**src/clock_source_mode_config_defines.svh**
```systemverilog
// Register offsets, field positions, reset values and timing counts
`ifndef CLOCK_SOURCE_MODE_CONFIG_DEFINES_SVH
`define CLOCK_SOURCE_MODE_CONFIG_DEFINES_SVH

// ----------------------------------------------------------------------
// Register offsets
// ----------------------------------------------------------------------
`define OFS_PLL_CONTROL_POLARITY_POWER    10'h010
`define OFS_OSCILLATOR_CALIBRATION_CONTROL 10'h018
`define OFS_REFERENCE_INPUT_ENABLE        10'h01c
`define OFS_OSCILLATOR_DIVIDER_RATIO      10'h1e0
`define OFS_DISTRIBUTION_SOURCE_SELECT    10'h1e1
`define OFS_UPDATE_STROBE                 10'h232

// ----------------------------------------------------------------------
// Field positions
// ----------------------------------------------------------------------
`define POS_PLL_POWER_LSB   0
`define POS_PLL_POWER_MSB   1
`define POS_PFD_POLARITY    7
`define POS_CALIBRATE       0
`define POS_CAL_BUSY        1
`define POS_REF_ENABLE_MSB  2
`define POS_DIV_CODE_MSB    2
`define POS_DIV_BYPASS      0
`define POS_SOURCE_INTERNAL 1
`define POS_UPDATE          0

// ----------------------------------------------------------------------
// Encodings and reset values
// ----------------------------------------------------------------------
`define PLL_POWER_NORMAL    2'h0
`define PLL_POWER_ASYNC_PD  2'h1
`define RST_PLL_POWER       2'h1
`define RST_PFD_POLARITY    1'h0
`define RST_CALIBRATE       1'h0
`define RST_REF_ENABLE      3'h0
`define RST_DIV_CODE        3'h0
`define RST_DIV_BYPASS      1'h0
`define RST_SOURCE_INTERNAL 1'h0

// ----------------------------------------------------------------------
// Timing
// ----------------------------------------------------------------------
`define CLK_FREQ_MHZ        10
`define CAL_TIME_NS         1000
`define CAL_CYCLES          ((`CAL_TIME_NS * `CLK_FREQ_MHZ + 999) / 1000)

`endif

```
**src/clock_source_mode_config_pkg.sv**
```systemverilog
// Shared types of the clock source mode configuration block
package clock_source_mode_config_pkg;

  typedef logic [7:0]  reg_data_t;
  typedef logic [9:0]  reg_addr_t;
  typedef logic [10:0] config_image_t;

  typedef enum logic {
    CAL_IDLE,
    CAL_RUN
  } cal_state_e;

endpackage

```
**src/clock_source_mode_config.sv**
```systemverilog
// Clock source, divider, PLL power and calibration configuration logic
`include "clock_source_mode_config_defines.svh"

module clock_source_mode_config (
  // Clock and reset
  input  wire logic                                  core_clk_i,
  input  wire logic                                  rst_i,
  // Register access from the serial control port
  input  wire logic                                  reg_wr_i,
  input  wire logic                                  reg_rd_i,
  input  wire clock_source_mode_config_pkg::reg_addr_t reg_addr_i,
  input  wire clock_source_mode_config_pkg::reg_data_t reg_wdata_i,
  output clock_source_mode_config_pkg::reg_data_t    reg_rdata_o,
  // Nonvolatile storage
  input  wire logic                                  nvm_valid_i,
  input  wire clock_source_mode_config_pkg::config_image_t nvm_image_i,
  input  wire logic                                  nvm_save_req_i,
  output logic                                       nvm_save_o,
  output clock_source_mode_config_pkg::config_image_t nvm_save_image_o,
  // Clock path controls
  output logic                                       pll_enable_o,
  output logic                                       pfd_polarity_neg_o,
  output logic [2:0]                                 ref_enable_o,
  output logic [2:0]                                 osc_div_ratio_o,
  output logic                                       osc_div_bypass_o,
  output logic                                       source_internal_o,
  output logic                                       osc_power_on_o,
  output logic                                       prescaler_from_ext_o,
  // Calibration
  output logic                                       cal_start_o,
  output logic                                       cal_busy_o
);

  // ----------------------------------------------------------------------
  // Helpers
  // ----------------------------------------------------------------------
  function automatic logic [2:0] div_ratio(input logic [2:0] code);
    case (code)
      3'h0:    div_ratio = 3'h2;
      3'h1:    div_ratio = 3'h3;
      3'h2:    div_ratio = 3'h4;
      3'h3:    div_ratio = 3'h5;
      3'h4:    div_ratio = 3'h6;
      default: div_ratio = 3'h1;
    endcase
  endfunction

  // ----------------------------------------------------------------------
  // Staged (written) and active copies
  // ----------------------------------------------------------------------
  logic [1:0] buf_power_ff;
  logic       buf_pol_ff;
  logic       buf_cal_ff;
  logic [2:0] buf_ref_ff;
  logic [2:0] buf_div_ff;
  logic [1:0] buf_sel_ff;
  logic [1:0] act_power_ff;
  logic       act_pol_ff;
  logic       act_cal_ff;
  logic [2:0] act_ref_ff;
  logic [2:0] act_div_ff;
  logic [1:0] act_sel_ff;
  logic       restore_ff;

  // ----------------------------------------------------------------------
  // Decoding
  // ----------------------------------------------------------------------
  wire hit_pll  = (reg_addr_i == `OFS_PLL_CONTROL_POLARITY_POWER);
  wire hit_cal  = (reg_addr_i == `OFS_OSCILLATOR_CALIBRATION_CONTROL);
  wire hit_ref  = (reg_addr_i == `OFS_REFERENCE_INPUT_ENABLE);
  wire hit_div  = (reg_addr_i == `OFS_OSCILLATOR_DIVIDER_RATIO);
  wire hit_sel  = (reg_addr_i == `OFS_DISTRIBUTION_SOURCE_SELECT);
  wire hit_upd  = (reg_addr_i == `OFS_UPDATE_STROBE);
  wire update   = reg_wr_i && hit_upd && reg_wdata_i[`POS_UPDATE];
  wire restore  = restore_ff && nvm_valid_i;
  wire cal_busy;
  wire cal_done;

  // Calibration only on a 0 to 1 step of the active bit, so a stale set bit
  // cannot retrigger; software has to clear and update first
  wire cal_trigger = update && buf_cal_ff && !act_cal_ff;

  wire clock_source_mode_config_pkg::config_image_t act_image =
    {act_power_ff, act_pol_ff, act_ref_ff, act_div_ff, act_sel_ff};

  wire clock_source_mode_config_pkg::reg_data_t rd_mux =
    hit_pll ? {buf_pol_ff, 5'h00, buf_power_ff} :
    hit_cal ? {6'h00, cal_busy, buf_cal_ff} :
    hit_ref ? {5'h00, buf_ref_ff} :
    hit_div ? {5'h00, buf_div_ff} :
    hit_sel ? {6'h00, buf_sel_ff} :
    8'h00;

  wire pll_on = (act_power_ff == `PLL_POWER_NORMAL);
  wire src_int = act_sel_ff[`POS_SOURCE_INTERNAL];

  // ----------------------------------------------------------------------
  // Staged registers
  // ----------------------------------------------------------------------
  always_ff @(posedge core_clk_i) begin
    if (rst_i) begin
      buf_power_ff <= `RST_PLL_POWER;
      buf_pol_ff   <= `RST_PFD_POLARITY;
      buf_cal_ff   <= `RST_CALIBRATE;
      buf_ref_ff   <= `RST_REF_ENABLE;
      buf_div_ff   <= `RST_DIV_CODE;
      buf_sel_ff   <= {`RST_SOURCE_INTERNAL, `RST_DIV_BYPASS};
    end else if (restore) begin
      {buf_power_ff, buf_pol_ff, buf_ref_ff, buf_div_ff, buf_sel_ff} <= nvm_image_i;
    end else if (reg_wr_i) begin
      if (hit_pll) begin
        buf_power_ff <= reg_wdata_i[`POS_PLL_POWER_MSB:`POS_PLL_POWER_LSB];
        buf_pol_ff   <= reg_wdata_i[`POS_PFD_POLARITY];
      end
      if (hit_cal) begin
        buf_cal_ff <= reg_wdata_i[`POS_CALIBRATE];
      end
      if (hit_ref) begin
        buf_ref_ff <= reg_wdata_i[`POS_REF_ENABLE_MSB:0];
      end
      if (hit_div) begin
        buf_div_ff <= reg_wdata_i[`POS_DIV_CODE_MSB:0];
      end
      if (hit_sel) begin
        buf_sel_ff <= reg_wdata_i[`POS_SOURCE_INTERNAL:`POS_DIV_BYPASS];
      end
    end
  end

  // ----------------------------------------------------------------------
  // Active registers
  // ----------------------------------------------------------------------
  always_ff @(posedge core_clk_i) begin
    if (rst_i) begin
      act_power_ff <= `RST_PLL_POWER;
      act_pol_ff   <= `RST_PFD_POLARITY;
      act_cal_ff   <= `RST_CALIBRATE;
      act_ref_ff   <= `RST_REF_ENABLE;
      act_div_ff   <= `RST_DIV_CODE;
      act_sel_ff   <= {`RST_SOURCE_INTERNAL, `RST_DIV_BYPASS};
    end else if (restore) begin
      {act_power_ff, act_pol_ff, act_ref_ff, act_div_ff, act_sel_ff} <= nvm_image_i;
    end else if (update) begin
      act_power_ff <= buf_power_ff;
      act_pol_ff   <= buf_pol_ff;
      act_cal_ff   <= buf_cal_ff;
      act_ref_ff   <= buf_ref_ff;
      act_div_ff   <= buf_div_ff;
      act_sel_ff   <= buf_sel_ff;
    end
  end

  // Restore window is the first cycle after reset release only
  always_ff @(posedge core_clk_i) begin
    if (rst_i) begin
      restore_ff <= 1'b1;
    end else begin
      restore_ff <= 1'b0;
    end
  end

  // ----------------------------------------------------------------------
  // Calibration timer
  // ----------------------------------------------------------------------
  oscillator_cal_timer u_cal_timer (
    .core_clk_i (core_clk_i),
    .rst_i      (rst_i),
    .start_i    (cal_trigger),
    .busy_o     (cal_busy),
    .done_o     (cal_done)
  );

  // ----------------------------------------------------------------------
  // Registered outputs
  // ----------------------------------------------------------------------
  always_ff @(posedge core_clk_i) begin
    if (rst_i) begin
      reg_rdata_o          <= 8'h00;
      nvm_save_o           <= 1'b0;
      nvm_save_image_o     <= '0;
      pll_enable_o         <= 1'b0;
      pfd_polarity_neg_o   <= 1'b0;
      ref_enable_o         <= 3'h0;
      osc_div_ratio_o      <= 3'h2;
      osc_div_bypass_o     <= 1'b0;
      source_internal_o    <= 1'b0;
      osc_power_on_o       <= 1'b0;
      prescaler_from_ext_o <= 1'b0;
      cal_start_o          <= 1'b0;
      cal_busy_o           <= 1'b0;
    end else begin
      if (reg_rd_i) begin
        reg_rdata_o <= rd_mux;
      end
      nvm_save_o           <= nvm_save_req_i;
      if (nvm_save_req_i) begin
        nvm_save_image_o <= act_image;
      end
      pll_enable_o         <= pll_on;
      pfd_polarity_neg_o   <= act_pol_ff;
      ref_enable_o         <= act_ref_ff;
      osc_div_ratio_o      <= div_ratio(act_div_ff);
      osc_div_bypass_o     <= act_sel_ff[`POS_DIV_BYPASS];
      source_internal_o    <= src_int;
      osc_power_on_o       <= pll_on && src_int;
      prescaler_from_ext_o <= pll_on && !src_int;
      cal_start_o          <= cal_trigger;
      cal_busy_o           <= cal_busy || cal_trigger;
    end
  end
endmodule

```
**src/oscillator_cal_timer.sv**
```systemverilog
// Oscillator calibration timer: runs a fixed-length calibration on start
`include "clock_source_mode_config_defines.svh"

module oscillator_cal_timer (
  // Clock and reset
  input  wire logic core_clk_i,
  input  wire logic rst_i,
  // Control
  input  wire logic start_i,
  // Status
  output logic      busy_o,
  output logic      done_o
);

  localparam logic [7:0] CAL_LAST = 8'(`CAL_CYCLES - 1);

  clock_source_mode_config_pkg::cal_state_e state_ff;
  clock_source_mode_config_pkg::cal_state_e nxt_state;
  logic [7:0] count_ff;
  logic [7:0] nxt_count;
  logic       nxt_done;

  // ----------------------------------------------------------------------
  // Sequencing
  // ----------------------------------------------------------------------
  always_comb begin
    nxt_state = state_ff;
    nxt_count = count_ff;
    nxt_done  = 1'b0;
    case (state_ff)
      clock_source_mode_config_pkg::CAL_IDLE: begin
        if (start_i) begin
          nxt_state = clock_source_mode_config_pkg::CAL_RUN;
          nxt_count = 8'h00;
        end
      end
      clock_source_mode_config_pkg::CAL_RUN: begin
        if (count_ff == CAL_LAST) begin
          nxt_state = clock_source_mode_config_pkg::CAL_IDLE;
          nxt_done  = 1'b1;
        end else begin
          nxt_count = count_ff + 8'h01;
        end
      end
      default: begin
        nxt_state = clock_source_mode_config_pkg::CAL_IDLE;
      end
    endcase
  end

  always_ff @(posedge core_clk_i) begin
    if (rst_i) begin
      state_ff <= clock_source_mode_config_pkg::CAL_IDLE;
      count_ff <= 8'h00;
      done_o   <= 1'b0;
    end else begin
      state_ff <= nxt_state;
      count_ff <= nxt_count;
      done_o   <= nxt_done;
    end
  end

  assign busy_o = (state_ff == clock_source_mode_config_pkg::CAL_RUN);

  // ----------------------------------------------------------------------
  // Checks
  // ----------------------------------------------------------------------
  // Run length counted here, too long for a repetition in a property
  logic [7:0] busy_len_ff;

  always_ff @(posedge core_clk_i) begin
    if (rst_i || !busy_o) begin
      busy_len_ff <= 8'h00;
    end else begin
      busy_len_ff <= busy_len_ff + 8'h01;
    end
  end
endmodule
```
**config.mk**
```make
export PLATFORM = sky130hd
export DESIGN_NAME = clock_source_mode_config
export DESIGN_NICKNAME = d
export VERILOG_FILES = /design/src/clock_source_mode_config_pkg.sv /design/src/clock_source_mode_config.sv /design/src/oscillator_cal_timer.sv
export VERILOG_INCLUDE_DIRS = /design/src
export SDC_FILE = /design/constraint.sdc
export NUM_CORES = 1
export LEC_CHECK = 0
export BUFFER_PORTS_ARGS = -buffer_cell sky130_fd_sc_hd__buf_2
export CAP_MARGIN = 20
export CORE_AREA = 3 3 81 83
export DETAILED_ROUTE_END_ITERATION = 10
export DIE_AREA = 0 0 84 86
export GPL_TIMING_DRIVEN = 0
export PLACE_DENSITY = 0.76
export SYNTH_ARGS = -nofsm -noshare
export SYNTH_HDL_FRONTEND = slang
export SYNTH_SLANG_ARGS = --single-unit
```
**constraint.sdc**
```tcl
create_clock -name core_clk_i -period 1.4 [get_ports core_clk_i]
set_input_delay 0.07 -clock core_clk_i [delete_from_list [all_inputs] [get_ports core_clk_i]]
set_output_delay 0.07 -clock core_clk_i [all_outputs]
set_load 0.02 [all_outputs]
```
[After elaboration in Yosys (flattened, before gate mapping)]
Index checks and enable logic that the tools add are counted.
Operators by class
  $add $sub $neg: 1
  equal/unequal tests: 13
  muxes and demuxes: 38
  bitwise logic cells: 2
  reductions and logical operators: 25
Operators by type and width (number)
  2-to-1 mux 3 bit: 13
  equality test 10 x 5 -> 1 bit (second input constant): 3
  2-to-1 mux 8 bit: 3
  2-to-1 mux 2 bit: 11
  equality test 10 x 9 -> 1 bit (second input constant): 2
  case mux 8 bit (2 select lines): 1
  case mux 3 bit (5 select lines): 1
  AND reduction 2 bit: 6
  nonzero test 2 bit: 6
  equality test 10 bit (second input constant): 1
  adder 8 x 1 -> 8 bit (second input constant): 1
  equality test 8 x 4 -> 1 bit (second input constant): 1
  2-to-1 mux 1 bit: 8
  logical AND 1 bit: 7
  equality test 3 x 2 -> 1 bit (second input constant): 2
  != test 2 bit (second input constant): 2
  equality test 3 x 1 -> 1 bit (second input constant): 1
  equality test 3 bit (second input constant): 1
  zero test 3 bit: 1
  AND reduction 3 bit: 1
  zero test 1 bit: 2
  zero test 2 bit: 1
  inverter 1 bit: 2
  case mux 1 bit (2 select lines): 1
  logical OR 1 bit: 1
Word-level totals
  bits in registers: 68
  bits of input ports: 35
  output and inout bits: 34
  logic and storage cells: 107

[Logic depth before layout (Yosys ltp)]
Gate-level depths: netlist (run 1).
  depth after elaboration: 7
  depth in mapped cells: 7
  depth with buffers taken out: 6

[By module]
Synthesis (run 1) repeated with hierarchy kept, for this count alone.
Unflattened totals
  cell total of the unflattened synthesis: 311
  area, all modules: 2807.7 sq um
By module, submodules not included
  clock_source_mode_config: times used 1, cells each 254, area an instance 2278.4 sq um, sequential area each 1101.1 sq um
  oscillator_cal_timer: times used 1, cells each 57, area an instance 529.3 sq um, sequential area each 200.2 sq um

[Worst setup path before layout (run 1)]
OpenSTA, ideal clock, no wires.
  path kind: reg-to-reg
  start: register buf_cal_ff
  end: register u_cal_timer.count_ff[5]
  setup time: 73 ps
  data arrival time: 1425 ps
  data required time: 1327 ps
  path slack: -98 ps
  cell stages (with the launch flop): 5
  path buffers: 0
  clock period less this slack: 1498 ps
  cells stage by stage: dfxtp_1 and4bb_1 a41oi_2 or4_1 a21oi_1
Between the ends
  longest elaborated chain between the ends: 4
Ends and longest elaborated chain
  start: declaration: line clock_source_mode_config.sv:53  | logic buf_cal_ff;
  start signal: assignment: line clock_source_mode_config.sv:104  | buf_cal_ff <= `RST_CALIBRATE;
  start signal: assignment: line clock_source_mode_config.sv:116  | buf_cal_ff <= reg_wdata_i[`POS_CALIBRATE];
  logical AND 1 bit (2 in series): line clock_source_mode_config.sv:81  | wire cal_trigger = update && buf_cal_ff && !act_cal_ff;
  != test 2 bit (no line)
  AND reduction 2 bit (no line)
  end signal: assignment: line oscillator_cal_timer.sv:58  | count_ff <= nxt_count;
  end: declaration: line oscillator_cal_timer.sv:19  | logic [7:0] count_ff;
Every way passes these cells.
A chain may end at the register's enable or synchronous reset.

[Worst setup path in the final report (run 1)]
  start: register act_cal_ff
  end: register u_cal_timer.count_ff[6]
Between the ends
  longest elaborated chain between the ends: 4
Ends and longest elaborated chain
  start: declaration: line clock_source_mode_config.sv:59  | logic act_cal_ff;
  start signal: assignment: line clock_source_mode_config.sv:137  | act_cal_ff <= `RST_CALIBRATE;
  start signal: assignment: line clock_source_mode_config.sv:146  | act_cal_ff <= buf_cal_ff;
  zero test 1 bit: line clock_source_mode_config.sv:81
  logical AND 1 bit: line clock_source_mode_config.sv:81
  != test 2 bit (no line)
  AND reduction 2 bit (no line)
Every way passes these cells.

==> results.toml, run 1 <==
[run_status]
outcome = "finished, violations left"
violations = "negative setup slack"

[layout]
fillers = 507
syn_to_final_growth_pct = 30.2
multi_input_area_mm2 = 0.00147
regArea_mm2 = 0.00129
nets = 407
antennaDiodeCount = 0
layout-drive-gt1-share = 0.328
final_core_util = 0.604
instances_no_fill = 450

[synthesis]
yosys.area.top_type_share = 0.467
ys_ff_latch = 64
avgSynthCellArea_um2 = 9.56
ys.flop_type = "dfxtp_1"
syn_inst = 287
synth_area_leaders = "dfxtp_1, mux2i_1, a21oi_1"
yosysMostFrequentCell = "dfxtp_1"
ys_seq_area_frac = 0.467
post_synth_num_cell_types = 47
synthTopCellsByCount = "dfxtp_1, mux2i_1, a21oi_1, nor2_1, o21ai_0"
synthArstFlopShare = 0
netlist_area_mm2 = 0.00275
synth-edff-count = 0
yosysTopAreaCell = "dfxtp_1"
ys_warn_count = 0

[placed_design]
dp_cells = 424
routabilityCongestion = 0.871
dpl.hpwl_um = 4800
port_buffers = 59

[critical_path]
crit_chain = "and4bb_2 > a41oi_4 > buf_6 > or3_1 > a21oi_1"
cp.required_ns = 1.67
cp.arrival_ns = 1.73
endpoint_kind = "flip-flop"
critPathSlowestCell = "and4bb_2"
critical_path_class = "reg2reg"
slowest_delay_ns = 0.33
cp_max_fo = 5
crit_path_start_kind = "flip-flop"

[detailed_routing]
drtPass1Iterations = 5
vias = 2479
drcViolationCount = 0
wl_per_cell_um = 16.0
wl_um = 7200
routed_via_density = 5.51
drtIter0Drc = 141
ant_nets = 0

[clocking]
clockRootBuffer = "clkbuf_8"
cts.clk_slew.worst_paths_ns = 0.06
clock_sinks = 64
clk_latency_ns = 0.34
tritoncts = "yes"
cts-buffers-inserted = 9
cts_htree_levels = 3
cts_max_path_buffers = 2

[global_routing]
grt_pass1_vias = 2343
grt_pass1_wl_um = 11400
grt_max_degree = 12
antenna_found_initial = 0
grt_use_total = 0.201
overflow = 0

[timing]
maxSlewHeadroom = 0.515
holdWs_ns = 0.0223
worstMarginPinSlew_ns = 0.728
skew_ns = 0.00755
fin_tns_setup_ns = -0.131
worst_slack_ns = -0.0587
maxSlewViolCount = 0
hold_viol = 0
timing.final.crit_share = 1.04
max_freq_mhz = 686
rsz0062_at_grt = "yes"
period_needed_ns = 1.46
setup_violations = 4

[power]
ir_drop_uv = 979
power_density_mw_per_mm2 = 1150
leakage_nw = 1.54

[floorplan]
start_util = 0.464
row_count = 28
dieArea_mm2 = 0.00722
fp.dieH_um = 86
coreArea_mm2 = 0.00592
die_w_um = 84
io_pins = 69

[worst_hold_path]
hold_path.class = "in2reg"

[flow_run]
maxCapViolations = 0
-- cell type report --
cell class                 count  area share
multi-input combinational    202       0.411
sequential                    64       0.362
timing repair buffer          70       0.108
clock buffer                  10      0.0385
buffer                        19      0.0273
tap                           75      0.0263
clock inverter                 6      0.0231
inverter                       4     0.00420
-- critical path: cells and delay by family, from the launching register on --
| family | cells | cell delay [ns] |
|---|---|---|
| flops | 1 | 0.31 |
| compound gates | 2 | 0.28 |
| simple gates | 2 | 0.64 |
| buf+inv | 1 | 0.17 |
-- sequential cells by signal, indices dropped and copies added, names as in the netlist, 2 cells and up --
signal / count
nvm_save_image_o: 11
u_cal_timer.count_ff: 8
reg_rdata_o: 4
act_div_ff: 3
act_ref_ff: 3
buf_div_ff: 3
buf_ref_ff: 3
osc_div_ratio_o: 3
ref_enable_o: 3
act_power_ff: 2
act_sel_ff: 2
buf_power_ff: 2
buf_sel_ff: 2
-- metal layers --
layer | wire [µm] | global-route usage | up-vias
li1 | - | - | 1203
met1 | 3200 | 0.264 | 1150
met2 | 3360 | 0.316 | 110
met3 | 494 | 0.0548 | 16
met4 | 148 | 0.0789 | 0
met5 | 0 | 0 | -
-- per-stage QoR --
| stage | worst slack, ns | instance area (µm²) | total power, W |
|---|---|---|---|
| global placement | -0.389 | 3150 | 0.00237 |
| floorplan | -0.0756 | 2770 | 0.00222 |
| CTS | -0.0420 | 3480 | 0.00411 |
| detailed placement | -0.480 | 3150 | 0.00238 |
| finish | -0.0587 | 3570 | 0.00411 |
| global route | -0.120 | 3570 | 0.00426 |
-- path summary, 6_finish.rpt --
path	from	end	slack [ns]	cells past startpoint
max	act_cal_ff	u_cal_timer.count_ff[6]	-0.06	5
min	nvm_image_i[2]	buf_div_ff[0]	0.02	3
max reg2reg	act_cal_ff	u_cal_timer.count_ff[6]	-0.06	5
min reg2reg	reg_rdata_o[7]	reg_rdata_o[7]	0.47	2
-- report_power, final --
group	total (W)	internal [W]	switching [W]	leakage, nW
clock	0.00176	0.00104	0.000715	0.112
sequential	0.00194	0.00189	0.0000553	0.526
combinational	0.000411	0.000163	0.000248	0.906
total	0.00411	0.00309	0.00102	1.54
-- logic make-up (layout without fill, tap and decap cells) --
family,after synthesis,count (layout),synth area share
AO/OA/AOI/OAI,64,64,0.153
XOR/XNOR,2,2,0.00638
adder cells (fa/ha/maj),2,2,0.00911
buffers and inverters,24,109,0.0410
flip-flops,64,64,0.467
multiplexers,36,36,0.131
other,1,4,0.00137
AND/OR/NAND/NOR,94,94,0.191
-- cell usage in the layout, fill, tap and decap left out, types with 3 or more instances in the layout --
| cell | n |
|---|---|
| dfxtp_4 | 3 |
| mux2i_1 | 36 |
| nor2_1 | 26 |
| clkinv_2 | 3 |
| clkbuf_8 | 10 |
| nand2_1 | 8 |
| nand3_1 | 8 |
| o21ai_0 | 12 |
| buf_2 | 61 |
| conb_1 | 4 |
| buf_4 | 13 |
| a21oi_1 | 26 |
| nor2b_1 | 8 |
| and2_1 | 3 |
| clkbuf_1 | 6 |
| a211oi_1 | 3 |
| dfxtp_1 | 60 |
| nand2b_1 | 5 |
| a311oi_1 | 4 |
| nor3_1 | 6 |
| inv_1 | 3 |
| clkbuf_2 | 4 |
| nand4_1 | 7 |
-- timing repair --
action,in CTS,in global routing
endpoints found under the setup margin,21,30
pin swaps,6,5
hold buffers,2,0
cloned,0,0
endpoints found under the hold margin,2,0
resized for setup,15,18
buffers inserted,4,5
Power figures use the tool's default switching activity.
==> run 2, diff against run 1 <==
--- a/config.mk
+++ b/config.mk
@@ -13,6 +13,7 @@
 export DIE_AREA = 0 0 84 86
 export GPL_TIMING_DRIVEN = 0
 export PLACE_DENSITY = 0.76
+export REMOVE_ABC_BUFFERS = 1
 export SYNTH_ARGS = -nofsm -noshare
 export SYNTH_HDL_FRONTEND = slang
 export SYNTH_SLANG_ARGS = --single-unit
==> run 2 against run 1 <==
  * The flow still finishes with violations (negative setup slack)
  * Via count fell by 3.7%
  * Sequential share of layout area rose by 1.3 points
  * Global-route usage fell by 1.8 points
  * Combinational power fell by 5.8%
  * Critical endpoint is now u_cal_timer.count_ff[5]
==> results.toml, run 2 (synthesized netlist as in run 1, its figures left out) <==
[clocking]
cts-buffers-inserted = 9
cts_max_path_buffers = 2
clk_latency_ns = 0.34
tritoncts = "yes"
cts_htree_levels = 3
cts.clk_slew.worst_paths_ns = 0.07
clock_sinks = 64
clockRootBuffer = "clkbuf_8"

[layout]
antennaDiodeCount = 0
final_area_mm2 = 0.00345
nets = 389
layout-drive-gt1-share = 0.305
top_register = "nvm_save_image_o"
syn_to_final_growth_pct = 25.6
final_core_util = 0.582
instances_no_fill = 432
reg.largest.list = "nvm_save_image_o x11, u_cal_timer.count_ff x8, reg_rdata_o x4"
final_cell_mix = "buf_2, dfxtp_1, mux2i_1, a21oi_1, nor2_1"
mostFrequentLayoutCell = "buf_2"
largest_reg_flops = 11

[timing]
skew_ns = 0.00577
setup_violations = 4
timing.final.crit_share = 1.03
worst_slack_ns = -0.0444
worstMarginPinSlew_ns = 0.755
max_freq_mhz = 692
period_needed_ns = 1.44
maxSlewViolCount = 0
hold_viol = 0
maxSlewHeadroom = 0.497
rsz0062_at_grt = "yes"

[placed_design]
routabilityCongestion = 0.846
dp_cells = 405
pre_cts_ws_ns = -1.13
port_buffers = 60
placed_area_mm2 = 0.00305
dpl.hpwl_um = 4280

[detailed_routing]
wl_per_cell_um = 15.1
routed_via_density = 5.53
ant_nets = 0
drtIter0Drc = 121
drcViolationCount = 0
wl_um = 6510
drtPass1Iterations = 4
vias = 2388

[critical_path]
crit_chain = "and4bb_2 > a41oi_4 > or4_1 > a21oi_1"
cp_max_fo = 5
cp.required_ns = 1.66
crit_path_start_kind = "flip-flop"
cp.arrival_ns = 1.71
slowest_delay_ns = 0.43
critical_path_class = "reg2reg"
endpoint_kind = "flip-flop"
critPathSlowestCell = "or4_1"

[power]
power_density_mw_per_mm2 = 1110
ir_drop_uv = 956
leakage_nw = 1.47
total_power_w = 0.00382

[worst_hold_path]
hold_path.class = "in2reg"

[global_routing]
grt_use_total = 0.183
overflow = 0
grt_pass1_vias = 2296
grt_pass1_wl_um = 10600
antenna_found_initial = 0
grt_max_degree = 43

[floorplan]
io_pins = 69
fp.dieH_um = 86
start_util = 0.464
dieArea_mm2 = 0.00722
die_w_um = 84
row_count = 28
coreArea_mm2 = 0.00592

[run_status]
violations = "negative setup slack"
outcome = "finished, violations left"

[flow_run]
maxCapViolations = 0
==> run 2: cell count changes in the layout (fill, tap and decap cells not counted), sizes merged <==
cell / before / now
dlygate4sd3: 2 / 1
clkbuf: 20 / 12
bufinv: 2 / 1
buf: 77 / 70
clkinvlp: 1 / 0
==> run 2: area by class of cell <==
class	instances	area (µm²)
repair buffers	71	389
fillers	544	2470
flip-flops and latches	64	1290
well taps	75	93.8
inverters	4	15.0
multi-input cells	202	1480
clock buffers	12	135
clock inverters	4	45.0
==> run 2: through the flow <==
step	hold slack [ns]	setup TNS, ns
2_1_floorplan	0.0977	-7.93
3_3_place_gp	0.346	-25.45
3_5_place_dp	0.353	-28.73
4_1_cts	0.0115	-0.0997
5_1_grt	0.0161	-0.581
6_report	0.0339	-0.115
==> run 2: worst paths after layout <==
check                 startpoint                       to  slack [ns]  depth (start not counted)
setup / recovery      act_cal_ff  u_cal_timer.count_ff[5]       -0.04                          4
hold / removal    reg_wdata_i[1]            buf_div_ff[1]        0.03                          3
setup reg to reg      act_cal_ff  u_cal_timer.count_ff[5]       -0.04                          4
hold reg to reg   reg_rdata_o[7]           reg_rdata_o[7]        0.47                          2
==> run 2: per-layer routing <==
layer / global-route usage / vias up / part of all wire
li1: - / 1176 / -
met1: 0.216 / 1138 / 0.44
met2: 0.308 / 63 / 0.49
met3: 0.0586 / 11 / 0.051
met4: 0.0746 / 0 / 0.014
met5: 0 / - / 0
==> run 2: power by group <==
group          switching (W)  leakage (nW)  internal (W)  total, W
sequential         0.0000517         0.526       0.00189   0.00195
combinational       0.000234         0.851      0.000153  0.000387
clock               0.000669        0.0941      0.000815   0.00148
==> run 2: repair_timing <==
action / CTS / global route
pin swaps: 4 / 2
resized for setup: 18 / 12
hold buffers: 1 / 0
endpoints found under the setup margin: 36 / 19
hold endpoints to repair: 1 / 0
setup buffers: 8 / 2
==> run 2: critical path, delay by kind of cell, from the launching register on <==
| family | cells | cell delay [ns] |
|---|---|---|
| simple gates | 2 | 0.76 |
| flops | 1 | 0.30 |
| compound gates | 2 | 0.30 |
